## src/adc_seq_map.vh

```
// Purpose: register offsets, field positions and cycle counts of the converter sequencer
// Assumes: 32-bit apb data, one aligned word per register
// Notes: result word i sits at RESULT_BASE + 4*i
`ifndef ADC_SEQ_MAP_VH
`define ADC_SEQ_MAP_VH

// register byte offsets
`define OFS_CTRL 8'h00
`define OFS_STATUS 8'h04
`define OFS_INT_STAT 8'h08
`define OFS_INT_MASK 8'h0C
`define OFS_RESULT_BASE 8'h20
`define OFS_RESULT_LAST 8'h3C

// control field positions
`define CTRL_START 0
`define CTRL_MODE_LO 1
`define CTRL_MODE_HI 3
`define CTRL_PIN_LO 4
`define CTRL_PIN_HI 6
`define CTRL_SWEEP_LO 7
`define CTRL_SWEEP_HI 8
`define CTRL_RES10 9
`define CTRL_TRIG_EXT 10
`define CTRL_GROUP_LO 11
`define CTRL_GROUP_HI 12
`define CTRL_DIV_LO 13
`define CTRL_DIV_HI 14
`define CTRL_RESET 32'h00000000

// operating modes
`define MODE_ONE_SHOT 3'h0
`define MODE_REPEAT 3'h1
`define MODE_SINGLE_SWEEP 3'h2
`define MODE_REP_SWEEP0 3'h3
`define MODE_REP_SWEEP1 3'h4

// interrupt status bit
`define INT_CONV_DONE 0

// converter clock cycles per input, no sample and hold
`define CONV_CYC_8BIT 6'h31
`define CONV_CYC_10BIT 6'h3B

`endif

```

## src/adc_mode_sequencer.v

```verilog
// Purpose: mode sequencer for a successive-approximation converter with apb registers
// Assumes: conversion core samples the selected input while sampling is high
// Notes: one clock; converter clock is an enable pulse from a divider
//
// Notes on behaviour
// - one-shot converts selected input once per start, or once per trigger fall when triggered
// - one-shot/single sweep self-clear start unless triggered
// - writing start 0 stops any mode
// - completion interrupt in one-shot, single sweep only
// - repeat mode reconverts selected input, no interrupt
// - single sweep covers inputs 0-1/0-3/0-5/0-7 once
// - repeat sweep 0 loops the group, no interrupt
// - repeat sweep 1 interleaves emphasised inputs
// - emphasised set is 0, 0-1, 0-2 or 0-3
// - each result lands in its input's register
// - extended groups behave like primary inputs
// - 10-bit: low byte even, two bits odd
// - 49 cycles at 8 bits, 59 at 10
// - falling external trigger (re)starts while start set
//
// Register access over APB and the register addresses were chosen for this implementation.
`timescale 1ns/100ps
`include "adc_seq_map.vh"

module adc_mode_sequencer #(
  parameter NUM_INPUTS = 8,
  parameter RES_BITS = 10
)
(
  input wire clk,
  input wire rst,
  input wire psel,
  input wire penable,
  input wire pwrite,
  input wire [7:0] paddr,
  input wire [31:0] pwdata,
  output reg [31:0] prdata,
  output reg pready,
  output reg pslverr,
  input wire external_conversion_trigger,
  input wire [RES_BITS-1:0] convResult,
  output reg [2:0] anaChannel,
  output reg [1:0] anaGroup,
  output reg sampling,
  output reg irq
);

  localparam ST_IDLE = 3'b001;
  localparam ST_WAIT = 3'b010;
  localparam ST_CONV = 3'b100;

  reg startQ;
  reg goQ;
  reg [2:0] modeQ;
  reg [2:0] pinSelQ;
  reg [1:0] sweepSelQ;
  reg res10Q;
  reg trigExtQ;
  reg [1:0] groupQ;
  reg [1:0] clkDivQ;
  reg intStatQ;
  reg intMaskQ;
  reg [2:0] stateQ;
  reg [2:0] chanQ;
  reg [1:0] emphQ;
  reg [2:0] otherQ;
  reg emphPhaseQ;
  reg [5:0] cycCntQ;
  reg [1:0] divCntQ;
  reg phiEnQ;
  reg trigPrevQ;

  // bus decode
  wire accessQ = psel & penable & pready;
  wire wrAcc = accessQ & pwrite;
  wire wrCtrl = wrAcc & (paddr == `OFS_CTRL);
  wire wrStop = wrCtrl & ~pwdata[`CTRL_START];
  wire wrStart = wrCtrl & pwdata[`CTRL_START] & ~startQ;

  // converter clock enable: divide by 1, 2 or 4
  wire [1:0] divMax = (clkDivQ == 2'h0) ? 2'h0 : ((clkDivQ == 2'h1) ? 2'h1 : 2'h3);
  wire [5:0] needCyc = res10Q ? `CONV_CYC_10BIT : `CONV_CYC_8BIT;

  wire trigFall = trigPrevQ & ~external_conversion_trigger;
  wire retrig = trigExtQ & startQ & trigFall & stateQ[2];
  wire convEnd = stateQ[2] & phiEnQ & (cycCntQ == needCyc - 6'h01) & ~wrStop & ~retrig;

  wire [2:0] lastChan = {sweepSelQ, 1'b1};
  wire [2:0] emphCount = {1'b0, sweepSelQ} + 3'h1;
  wire oneShotType = (modeQ == `MODE_ONE_SHOT) | (modeQ == `MODE_SINGLE_SWEEP);
  wire [2:0] firstChan = ((modeQ == `MODE_ONE_SHOT) | (modeQ == `MODE_REPEAT)) ?
    pinSelQ : 3'h0;

  // next input after a finished conversion
  reg [2:0] nextChan;
  reg [1:0] nextEmph;
  reg [2:0] nextOther;
  reg nextPhase;
  reg seqDone;
  always @*
  begin
    nextChan = chanQ;
    nextEmph = emphQ;
    nextOther = otherQ;
    nextPhase = emphPhaseQ;
    seqDone = 1'b0;
    case (modeQ)
      `MODE_ONE_SHOT:
      begin
        seqDone = 1'b1;
      end
      `MODE_REPEAT:
      begin
        nextChan = chanQ;
      end
      `MODE_SINGLE_SWEEP:
      begin
        if (chanQ == lastChan)
          seqDone = 1'b1;
        else
          nextChan = chanQ + 3'h1;
      end
      `MODE_REP_SWEEP0:
      begin
        nextChan = (chanQ == lastChan) ? 3'h0 : chanQ + 3'h1;
      end
      `MODE_REP_SWEEP1:
      begin
        // emphasised block first, then one of the remaining inputs
        if (!emphPhaseQ)
        begin
          if (emphQ == sweepSelQ)
          begin
            nextPhase = 1'b1;
            nextChan = otherQ;
          end
          else
          begin
            nextEmph = emphQ + 2'h1;
            nextChan = {1'b0, emphQ + 2'h1};
          end
        end
        else
        begin
          nextOther = (otherQ == 3'h7) ? emphCount : otherQ + 3'h1;
          nextPhase = 1'b0;
          nextEmph = 2'h0;
          nextChan = 3'h0;
        end
      end
      default:
      begin
        seqDone = 1'b1;
      end
    endcase
  end

  // converter clock divider
  always @(posedge clk)
  begin
    if (rst)
    begin
      divCntQ <= 2'h0;
      phiEnQ <= 1'b0;
      trigPrevQ <= 1'b1;
    end
    else
    begin
      trigPrevQ <= external_conversion_trigger;
      if (divCntQ >= divMax)
      begin
        divCntQ <= 2'h0;
        phiEnQ <= 1'b1;
      end
      else
      begin
        divCntQ <= divCntQ + 2'h1;
        phiEnQ <= 1'b0;
      end
    end
  end

  // control register and sequencer
  always @(posedge clk)
  begin
    if (rst)
    begin
      startQ <= 1'b0;
      goQ <= 1'b0;
      modeQ <= `MODE_ONE_SHOT;
      pinSelQ <= 3'h0;
      sweepSelQ <= 2'h0;
      res10Q <= 1'b0;
      trigExtQ <= 1'b0;
      groupQ <= 2'h0;
      clkDivQ <= 2'h0;
      stateQ <= ST_IDLE;
      chanQ <= 3'h0;
      emphQ <= 2'h0;
      otherQ <= 3'h1;
      emphPhaseQ <= 1'b0;
      cycCntQ <= 6'h00;
      sampling <= 1'b0;
      anaChannel <= 3'h0;
      anaGroup <= 2'h0;
    end
    else
    begin
      goQ <= wrStart;
      if (wrCtrl)
      begin
        modeQ <= pwdata[`CTRL_MODE_HI:`CTRL_MODE_LO];
        pinSelQ <= pwdata[`CTRL_PIN_HI:`CTRL_PIN_LO];
        sweepSelQ <= pwdata[`CTRL_SWEEP_HI:`CTRL_SWEEP_LO];
        res10Q <= pwdata[`CTRL_RES10];
        trigExtQ <= pwdata[`CTRL_TRIG_EXT];
        groupQ <= pwdata[`CTRL_GROUP_HI:`CTRL_GROUP_LO];
        clkDivQ <= pwdata[`CTRL_DIV_HI:`CTRL_DIV_LO];
      end
      if (wrStop)
      begin
        // a stop write ends every mode at once
        startQ <= 1'b0;
        stateQ <= ST_IDLE;
        sampling <= 1'b0;
        goQ <= 1'b0;
      end
      else
      begin
        if (wrStart)
          startQ <= 1'b1;
        case (stateQ)
          ST_IDLE:
          begin
            // config settles one cycle before the first input is chosen
            if (goQ)
            begin
              chanQ <= firstChan;
              anaChannel <= firstChan;
              anaGroup <= groupQ;
              emphQ <= 2'h0;
              otherQ <= emphCount;
              emphPhaseQ <= 1'b0;
              cycCntQ <= 6'h00;
              stateQ <= trigExtQ ? ST_WAIT : ST_CONV;
              sampling <= ~trigExtQ;
            end
          end
          ST_WAIT:
          begin
            if (trigFall)
            begin
              stateQ <= ST_CONV;
              sampling <= 1'b1;
              cycCntQ <= 6'h00;
            end
          end
          ST_CONV:
          begin
            if (retrig)
            begin
              // retrigger restarts the sequence from its first input
              chanQ <= firstChan;
              anaChannel <= firstChan;
              emphQ <= 2'h0;
              otherQ <= emphCount;
              emphPhaseQ <= 1'b0;
              cycCntQ <= 6'h00;
            end
            else if (convEnd)
            begin
              cycCntQ <= 6'h00;
              if (seqDone)
              begin
                if (trigExtQ)
                begin
                  stateQ <= ST_WAIT;
                end
                else
                begin
                  startQ <= 1'b0;
                  stateQ <= ST_IDLE;
                end
                sampling <= 1'b0;
              end
              else
              begin
                chanQ <= nextChan;
                anaChannel <= nextChan;
                emphQ <= nextEmph;
                otherQ <= nextOther;
                emphPhaseQ <= nextPhase;
              end
            end
            else if (phiEnQ)
            begin
              cycCntQ <= cycCntQ + 6'h01;
            end
          end
          default:
          begin
            stateQ <= ST_IDLE;
          end
        endcase
      end
    end
  end

  // result store, one word per input
  wire [NUM_INPUTS*16-1:0] resultFlat;
  genvar gi;
  generate
    for (gi = 0; gi < NUM_INPUTS; gi = gi + 1)
    begin : resultSlot
      reg [15:0] valQ;
      always @(posedge clk)
      begin
        if (rst)
          valQ <= 16'h0000;
        else if (convEnd && (chanQ == gi))
        begin
          // low byte at even byte lane, two top bits at odd lane
          if (res10Q)
            valQ <= {6'h00, convResult};
          else
            valQ <= {8'h00, convResult[RES_BITS-1:RES_BITS-8]};
        end
      end
      assign resultFlat[gi*16 +: 16] = valQ;
    end
  endgenerate

  // interrupt status, set wins over a clearing write
  wire intEvent = convEnd & seqDone & oneShotType;
  wire wrIntClr = wrAcc & (paddr == `OFS_INT_STAT) & pwdata[`INT_CONV_DONE];
  always @(posedge clk)
  begin
    if (rst)
    begin
      intStatQ <= 1'b0;
      intMaskQ <= 1'b0;
      irq <= 1'b0;
    end
    else
    begin
      if (intEvent)
        intStatQ <= 1'b1;
      else if (wrIntClr)
        intStatQ <= 1'b0;
      if (wrAcc && (paddr == `OFS_INT_MASK))
        intMaskQ <= pwdata[`INT_CONV_DONE];
      irq <= (intStatQ | intEvent) & intMaskQ;
    end
  end

  // apb: one wait state, read data registered with pready
  wire [2:0] resIdx = paddr[4:2];
  wire isResult = (paddr >= `OFS_RESULT_BASE) && (paddr <= `OFS_RESULT_LAST) &&
    (paddr[1:0] == 2'h0);
  always @(posedge clk)
  begin
    if (rst)
    begin
      pready <= 1'b0;
      prdata <= 32'h00000000;
      pslverr <= 1'b0;
    end
    else
    begin
      pready <= psel & penable & ~pready;
      prdata <= 32'h00000000;
      pslverr <= 1'b0;
      if (psel && penable && !pready)
      begin
        if (paddr == `OFS_CTRL)
          prdata <= {17'h00000, clkDivQ, groupQ, trigExtQ, res10Q, sweepSelQ,
            pinSelQ, modeQ, startQ};
        else if (paddr == `OFS_STATUS)
          prdata <= {25'h0000000, anaGroup, anaChannel, sampling, startQ};
        else if (paddr == `OFS_INT_STAT)
          prdata <= {31'h00000000, intStatQ};
        else if (paddr == `OFS_INT_MASK)
          prdata <= {31'h00000000, intMaskQ};
        else if (isResult)
          prdata <= {16'h0000, resultFlat[resIdx*16 +: 16]};
        else
          pslverr <= 1'b1;
      end
    end
  end

endmodule

```

## config.mk

```make
export PLATFORM = sky130hd
export DESIGN_NAME = adc_mode_sequencer
export DESIGN_NICKNAME = d
export VERILOG_FILES = /design/src/adc_mode_sequencer.v
export VERILOG_INCLUDE_DIRS = /design/src
export SDC_FILE = /design/constraint.sdc
export NUM_CORES = 1
export LEC_CHECK = 0
export BUFFER_PORTS_ARGS = -buffer_cell sky130_fd_sc_hd__buf_2
export CORE_UTILIZATION = 55
export DETAILED_ROUTE_END_ITERATION = 7
export PLACE_DENSITY = 0.77
export SLEW_MARGIN = 15
export SYNTH_ARGS = -nofsm -noshare
export SYNTH_HDL_FRONTEND = slang
export SYNTH_SLANG_ARGS = --single-unit
```

## constraint.sdc

```tcl
create_clock -name clk -period 7.1 [get_ports clk]
set_input_delay 2.13 -clock clk [delete_from_list [all_inputs] [get_ports clk]]
set_output_delay 2.13 -clock clk [all_outputs]
set_load 0.02 [all_outputs]
```

-- Yosys cells after proc, flatten, opt, wreduce, memory -nomap -nowiden
Index checks and enable logic that the tools add are counted.
- bits of input ports: 56
- flip-flop bits (word level): 206
- bitwise logic cells: 33
- $lt $le $gt $ge: 3
- shift-type cells: 1
- reductions and logical operators: 36
- mux-type cells: 76
- $add $sub $neg: 7
- equal/unequal tests: 35
- operators by type and width (operator ; number):
    $shiftx 128x8->16 ; 1
    $mux 15 ; 5
    $mux 3 ; 22
    $mux 6 ; 5
    $mux 1 ; 23
    $and 1x1->1 ; 21
    $eq 3x3->1 const B ; 7
    $reduce_and 7->1 ; 3
    $mux 2 ; 10
    $pmux 3 s3 ; 2
    $pmux 6 s3 ; 1
    $eq 8x4->1 const B ; 2
    $eq 3x2->1 const B ; 5
    $logic_and 1x1->1 ; 13
    $pmux 3 s2 ; 2
    $reduce_and 6->1 ; 2
    $mux 10 ; 1
    $ne 2x2->1 const B ; 5
    $reduce_and 5->1 ; 2
    $eq 3x1->1 const B ; 3
    $ne 3x3->1 const B ; 3
    $not 1->1 ; 9
    $eq 8x3->1 const B ; 1
    $ge 8x6->1 const B ; 1
    other kinds (31) ; 42

-- Depth between registers and ports, before layout
Gate-level depths: netlist (run 1).
- word-level depth: 12
- depth in mapped cells: 8
- mapped depth without buffers: 6

-- Worst setup path before layout (run 1)
No wires, ideal clock.
- path type: input port to flip-flop
- from: in paddr[1]
- to: reg cycCntQ[5]
- arrival time: 3.973 ns
- buffers on the path: 2
- path slack: 3.057 ns
- stages on the path: 7
- data required time: 7.029 ns
- library setup time: 0.071 ns
- cells stage by stage: or4_4 -> nor4_4 -> buf_6 -> o21ai_2 -> buf_6 -> or4_1 -> a21oi_1
- cells in the longest elaborated chain, start to end: 9
- elaborated cells between the ends (all ways): 11
- those cells by class: eq/ne (1); mux (3); bitwise (5); reduce/logical (2)
- RTL lines (item ; line ; text):
    start, declared ; adc_mode_sequencer.v:35 ; input wire [7:0] paddr,
    $logic_not 8->1 (no source line) * ; n/a ;
    $and 1x1->1 * ; adc_mode_sequencer.v:76 ; wire wrCtrl = wrAcc & (paddr == `OFS_CTRL);
    $and 1x1->1 * ; adc_mode_sequencer.v:77 ; wire wrStop = wrCtrl & ~pwdata[`CTRL_START];
    $not 1->1 (no source line) * ; n/a ;
    $and 1x1->1 (2 in series) ; adc_mode_sequencer.v:86 ; wire convEnd = stateQ[2] & phiEnQ & (cycCntQ == needCyc - 6'h01) & ~wrStop & ~retrig;
    $mux 6 ; adc_mode_sequencer.v:270 ; else if (convEnd)
    $mux 6 ; adc_mode_sequencer.v:260 ; if (retrig)
    $pmux 6 s3 ; adc_mode_sequencer.v:232 ; case (stateQ)
    end signal, assigned ; adc_mode_sequencer.v:297 ; cycCntQ <= cycCntQ + 6'h01;
    end, declared ; adc_mode_sequencer.v:68 ; reg [5:0] cycCntQ;
Every way passes the cells marked *; elsewhere a longest branch is shown, timed or not.
A chain may end at the register's enable or synchronous reset.

-- Worst setup path in the final report (run 1)
- from: in paddr[2]
- to: reg resultSlot[1].valQ[7]
- cells in the longest elaborated chain, start to end: 7
- RTL lines (item ; line ; text):
    $logic_not 8->1 (no source line) ; n/a ;
    $and 1x1->1 ; adc_mode_sequencer.v:76 ;
    $and 1x1->1 ; adc_mode_sequencer.v:77 ;
    $not 1->1 (no source line) ; n/a ;
    $and 1x1->1 (2 in series) ; adc_mode_sequencer.v:86 ;
    $logic_and 1x1->1 ; adc_mode_sequencer.v:320 ; else if (convEnd && (chanQ == gi))
    end signal, assigned ; adc_mode_sequencer.v:324 ; valQ <= {6'h00, convResult};
    end signal, assigned ; adc_mode_sequencer.v:326 ; valQ <= {8'h00, convResult[RES_BITS-1:RES_BITS-8]};
    end, declared ; adc_mode_sequencer.v:315 ; reg [15:0] valQ;
Every way passes these cells.

==> impl_metrics.ini, run 1 <==
[sta]
timing.fmax_ghz = 0.223
layout_min_cycle_time_ns = 4.48
setup_violations = 0
slew_viol_final = 0
fin_ws_ns = 2.62
maxSlewHeadroom = 0.292
whs_ns = 0.461
hold_viol_final = 0
finClkSkew_ns = 0.00769
rsz0062_at_grt = false
tns_ns = 0
tightest_slew_ns = 1.06
post-route-period-util = 0.630

[logic_synthesis]
synth_cell_types = 60
synth-edff-count = 0
synthArstFlopShare = 0
synth_top_area_frac = 0.413
syn_area_per_cell_um2 = 9.68
synth_largest_area_cell = dfxtp_1
yosysMostFrequentCell = dfxtp_1
synth.ff_latch_count = 141
synth_top_cells_by_area = dfxtp_1, mux2i_1, mux4_2
netlist_instances = 707
synth_common_cells = dfxtp_1, mux2i_1, nand2_1, nor2_1, clkbuf_1
syn_area_um2 = 6840
ys_seq_area_frac = 0.413
synth_warnings = 0
ys.flop_type = dfxtp_1

[worst_setup_path]
critPathRequiredTime_ns = 7.43
worstSetupStartpoint = paddr[2]
r2r_start = res10Q
crit_type = in2reg
cp_max_fo = 32
reg2reg_depth = 5
cp-start-kind = primary input
cp-end-kind = flop
worst_ep_arrival_time_ns = 4.81

[place]
place.port_buffers = 62
gp_congestion = 0.875
dp_hpwl_mm = 11.0
place_ws_ns = 2.18

[global_routing]
grt_pass1_wl_mm = 27.1
grt.overflow.total = 0
grt_pass1_vias = 5368
grt.total_usage = 0.276
antenna_found_initial = 0
grt_max_degree = 60

[floorplanning]
pin_count = 97
chipHeight_um = 114
row_count = 40
die-area_um2 = 12900
start_util = 0.567
die_w_um = 114
core_um2 = 12100

[final_layout]
layout.nets = 815
seq_area_um2 = 2820
synthToLayoutAreaGrowth_pct = 12.6
drive_above_1_share = 0.182
multiInputGateArea_um2 = 3720
fillers = 969
utilization = 0.639
diodes = 0

[clock_tree]
cts_tree = yes
clockRootBuffer = clkbuf_16
cts_resized = 0
cts_made_buffers = 17
cts_sinks = 141
hold_buffers = 0
cts_setup_buffers = 0
cts_buffer_depth = 2
htreeDepth = 4
path_clk_slew_ns = 0.05
clk-insertion-delay-late_ns = 0.43

[power_and_ir_drop]
power_leakage_nw = 3.38
finalPower_mw = 1.71
ir_worst_vdd_v = 0.000165
power_density_nw_per_um2 = 222

[detailed_routing]
drt-wirelength-per-cell_um = 17.7
drtIter0Drc = 298
vias_per_cell = 5.84
vias = 5408
drcViolationCount = 0
totalWireLength_mm = 16.4
drt_first_pass_iters = 5
ant_nets = 0

[job]
maxCapViolCount = 0

[hold_path]
hp-class = reg2reg
hold_start = resultSlot[0].valQ[7]
min_delay_path_depth = 2

[outcome]
status = finished, final reports clean
## state kept, by name, indices dropped and copies added (netlist names), 3 cells and up
register         cells
otherQ               3
prdata              15
resultSlot.valQ     80
stateQ               3
modeQ                3
cycCntQ              6
chanQ                3
pinSelQ              3
## worst max-delay path: stages
cell and delay (ns):
buf_2 0.09, buf_4 0.29, or3_1 0.46, nor4_4 0.59
nor3_1 0.27, nand3_1 0.68, mux2i_1 0.28
## cells in the final DEF (no fill, tap or decap), types with 4 or more instances in the layout
master,synthesis,routed
buf_4,17,5
a31oi_1,4,4
and2_1,8,8
buf_2,9,62
ha_1,12,12
inv_1,11,11
o211ai_1,5,5
nor2_1,55,55
nor2b_1,6,6
mux4_2,20,20
conb_1,1,17
mux2_2,8,8
clkinv_2,0,5
a21oi_1,23,23
dfxtp_1,141,141
a211oi_1,7,7
nor3_1,7,7
o21ai_0,18,18
nand4_1,5,5
clkbuf_16,0,17
or3_1,7,7
or4_1,6,6
nand3_1,15,15
xor2_1,4,4
a2bb2oi_1,4,4
or2_2,7,7
nand2b_1,4,4
mux2i_1,112,112
nand2_1,100,100
o22a_1,7,7
## layout make-up
class / count / share of cell area
multi-input combinational: 508 / 0.483
sequential: 141 / 0.366
clock buffer: 22 / 0.0602
timing repair buffer: 67 / 0.0451
tap: 168 / 0.0273
clock inverter: 8 / 0.0120
inverter: 12 / 0.00584
## cell families (layout without fill, tap and decap cells)
kind of cell / after synthesis / count (layout) / synth area share
adder cells (fa/ha/maj): 12 / 12 / 0.0219
multiplexers: 140 / 140 / 0.243
buffers and inverters: 74 / 109 / 0.0538
AND/OR/NAND/NOR: 239 / 239 / 0.167
flip-flops: 141 / 141 / 0.413
other: 1 / 17 / 0.000548
XOR/XNOR: 6 / 6 / 0.00768
AO/OA/AOI/OAI: 94 / 94 / 0.0940
## metrics by stage
| stage | cell area [um2] | std cells |
|---|---|---|
| floorplan | 6900 | 723 |
| global placement | 7150 | 896 |
| detailed placement | 7150 | 896 |
| CTS | 7710 | 926 |
| global route | 7710 | 926 |
| finish | 7710 | 926 |
## power breakdown
group | total [mW] | internal [mW] | switching (mW)
registers | 0.794 | 0.793 | 0.00100
clock network | 0.847 | 0.527 | 0.320
logic | 0.0669 | 0.0208 | 0.0461
total | 1.71 | 1.34 | 0.367
## per-layer routing
layer | wire length (um) | vias up | share of wire | track usage
li1 | - | 2567 | - | -
met1 | 7060 | 2659 | 0.43 | 0.331
met2 | 8330 | 161 | 0.51 | 0.476
met3 | 767 | 21 | 0.047 | 0.0685
met4 | 254 | 0 | 0.015 | 0.104
met5 | 0 | - | 0 | 0
## path summary, 6_finish.rpt
check	end	slack (ns)
hold reg to reg	resultSlot[0].valQ[7]	0.46
setup / recovery	resultSlot[1].valQ[7]	2.62
setup reg to reg	resultSlot[1].valQ[7]	3.90
hold / removal	resultSlot[0].valQ[7]	0.46
(Power assumes the default switching activity.)
==> inputs of run 2 (changes only) <==
--- a/config.mk
+++ b/config.mk
@@ -6,6 +6,7 @@
 export SDC_FILE = /design/constraint.sdc
 export NUM_CORES = 1
 export LEC_CHECK = 0
+export ABC_AREA = 1
 export BUFFER_PORTS_ARGS = -buffer_cell sky130_fd_sc_hd__buf_2
 export CORE_UTILIZATION = 55
 export DETAILED_ROUTE_END_ITERATION = 7
==> constraint.sdc (replaced) <==
create_clock -name clk -period 4.7 [get_ports clk]
set_input_delay 1.41 -clock clk [delete_from_list [all_inputs] [get_ports clk]]
set_output_delay 1.41 -clock clk [all_outputs]
set_load 0.02 [all_outputs]
==> run 2 against run 1 <==
The run now ends with design-rule violations left; first-iteration DRC count rose to 2.6 times the previous value; sequential share of layout area rose by 0.45 points; wire length rose by 12%; non-clock buffer count rose by 1; critical path depth rose by 4; total power rose by 86%; worst setup slack got worse by 1.4 ns; critical endpoint is now resultSlot[5].valQ[5].
==> impl_metrics.ini, run 2 <==
[final_layout]
diodes = 0
top_register = resultSlot.valQ
synthToLayoutAreaGrowth_pct = 14.1
largest_reg_flops = 80
final_common_cell = nand2_1
layout.nets = 1039
fin_cells = 1127
fin_area_um2 = 7610
drive_above_1_share = 0.138
largestRegisters = resultSlot.valQ x80, prdata x15, cycCntQ x6
final_cell_mix = nand2_1, dfxtp_1, nor2_1, a21oi_1, o21ai_0

[detailed_routing]
drt-wirelength-per-cell_um = 16.3
drcViolationCount = 12
drt_first_pass_iters = 8
drtIter0Drc = 772
vias = 6409
totalWireLength_mm = 18.3
vias_per_cell = 5.69
ant_nets = 0

[logic_synthesis]
ys_seq_area_frac = 0.423
synth_common_cells = nand2_1, dfxtp_1, nor2_1, a21oi_1, o21ai_0
synth.ff_latch_count = 141
syn_area_um2 = 6670
synth_cell_types = 39
syn_area_per_cell_um2 = 7.22
synth-edff-count = 0
netlist_instances = 925
yosysMostFrequentCell = nand2_1
synth_warnings = 0
synth_top_cells_by_area = dfxtp_1, nand2_1, a21oi_1
ys.flop_type = dfxtp_1
synth_top_area_frac = 0.423
synthArstFlopShare = 0
synth_largest_area_cell = dfxtp_1

[outcome]
violations = design-rule violations
status = complete, but fails checks

[global_routing]
grt_pass1_wl_mm = 29.2
grt_pass1_vias = 5733
grt.overflow.total = 0
grt.total_usage = 0.297
antenna_found_initial = 0
grt_max_degree = 58

[power_and_ir_drop]
p_int_mw = 2.34
power_density_nw_per_um2 = 417
swShare = 0.263
p_switching_mw = 0.834
clkPwrFrac = 0.482
power_frac_seq = 0.400
power_leakage_nw = 3.03
finalPower_mw = 3.17
comb_power_share = 0.118
ir_worst_vdd_v = 0.000275

[place]
dp_hpwl_mm = 12.2
placedCellCount = 1095
placed_area_um2 = 6940
place.port_buffers = 62
gp_congestion = 0.910

[clock_tree]
clockRootBuffer = clkbuf_16
cts_buffer_depth = 2
hold_buffers = 0
cts_setup_buffers = 0
cts_made_buffers = 17
htreeDepth = 4
cts_sinks = 141
path_clk_slew_ns = 0.06
cts_tree = yes
clk-insertion-delay-late_ns = 0.42
cts_resized = 0

[worst_setup_path]
crit_path_max_incr_delay_ns = 0.45
cp_max_fo = 32
r2r_slack_ns = 1.76
reg2reg_depth = 10
crit_path_top_delay_cell = clkinv_1
cp_common_cell = nor2_1
r2r_start = res10Q
r2r-end = resultSlot[5].valQ[5]
cp_top_family = simple AND/OR/NAND/NOR gates
worstSetupStartpoint = paddr[4]
cp-end-kind = flop
crit_type = in2reg
crit_chain = buf_2, nor2_1, nand2_1, nor2_8, nand3_4, nand3_4, inv_2, nand3_1, clkinv_1, nor2_1, nor2_1
cp-start-kind = primary input
critPathRequiredTime_ns = 5.01
worst_ep_arrival_time_ns = 3.79
cp_num_cells = 11
crit_buf_inv = 3
cp-endpoint = resultSlot[5].valQ[5]

[sta]
layout_min_cycle_time_ns = 3.48
tightest_slew_ns = 0.938
timing.fmax_ghz = 0.288
tns_ns = 0
setup_violations = 0
post-route-period-util = 0.740
slew_viol_final = 0
finClkSkew_ns = 0.00624
hold_viol_final = 0
whs_ns = 0.454
maxSlewHeadroom = 0.370
rsz0062_at_grt = false

[job]
maxCapViolCount = 0

[floorplanning]
die_w_um = 112
pin_count = 97
row_count = 39
chipHeight_um = 112
die-area_um2 = 12600
start_util = 0.575
core_um2 = 11600

[hold_path]
hp-class = reg2reg
[run 2: changes by cell type in the layout (fill, tap and decap cells not counted), sizes merged, moves of 45 or more]
cell,previous run,this run
o21ai,19,83
mux2i,112,0
a21oi,24,95
inv,12,77
nor2,55,100
nand2,100,208
[run 2: routing by layer]
layer,track usage,wire [um],part of all wire,up-vias
met5,0,0,0,-
met4,0.107,453,0.025,0
met3,0.0583,1550,0.085,33
met2,0.469,8100,0.44,283
met1,0.406,8240,0.45,2948
li1,-,-,-,3145
[run 2: cell type report]
cell class | count | area [um2]
Fill cell | 1036 | 4000
Multi-Input combinational cell | 661 | 3280
Sequential cell | 141 | 2820
Clock buffer | 18 | 429
Timing Repair Buffer | 68 | 355
Inverter | 82 | 308
Clock inverter | 14 | 241
Tap cell | 143 | 179
[run 2: cells by family (layout without fill, tap and decap cells)]
group                    Yosys count  in the layout  synth area share
AND/OR/NAND/NOR                  405            405             0.271
AO/OA/AOI/OAI                    221            221             0.181
flip-flops                       141            141             0.423
buffers and inverters            139            182            0.0947
adder cells (fa/ha/maj)           12             12            0.0225
XOR/XNOR                           6              6           0.00787
other                              1             17          0.000562
[run 2: worst min path at each step]
stage                                startpoint               endpoint  slack, ns  cells after the start
after floorplan           resultSlot[3].valQ[2]  resultSlot[3].valQ[2]       0.42                      2
after global routing      resultSlot[6].valQ[5]  resultSlot[6].valQ[5]       0.47                      2
final                     resultSlot[3].valQ[6]  resultSlot[3].valQ[6]       0.45                      2
after detailed placement  resultSlot[3].valQ[6]  resultSlot[3].valQ[6]       0.44                      2
after global placement    resultSlot[3].valQ[2]  resultSlot[3].valQ[2]       0.44                      2
after CTS                 resultSlot[3].valQ[6]  resultSlot[3].valQ[6]       0.45                      2
[run 2: tightest hold or removal path: cells and delay by family, from the launching register on]
kind | cells | cell delay [ns]
compound gates | 1 | 0.05
buf+inv | 1 | 0.06
flops | 1 | 0.30
[run 2: stage by stage]
step	worst slack, ns	utilization
final	1.22	0.656
after global placement	0.912	0.598
after CTS	1.30	0.656
after global routing	1.05	0.656
after detailed placement	0.884	0.598
after floorplan	1.98	-
[run 2: power by group through the flow]
stage               combinational (mW)  sequential, mW  clock [mW]
finish                           0.374            1.27        1.53
global route                     0.412            1.27        1.59
CTS                              0.366            1.27        1.53
detailed placement               0.362            1.29           0
global placement                 0.358            1.29           0
floorplan                        0.264            1.29           0
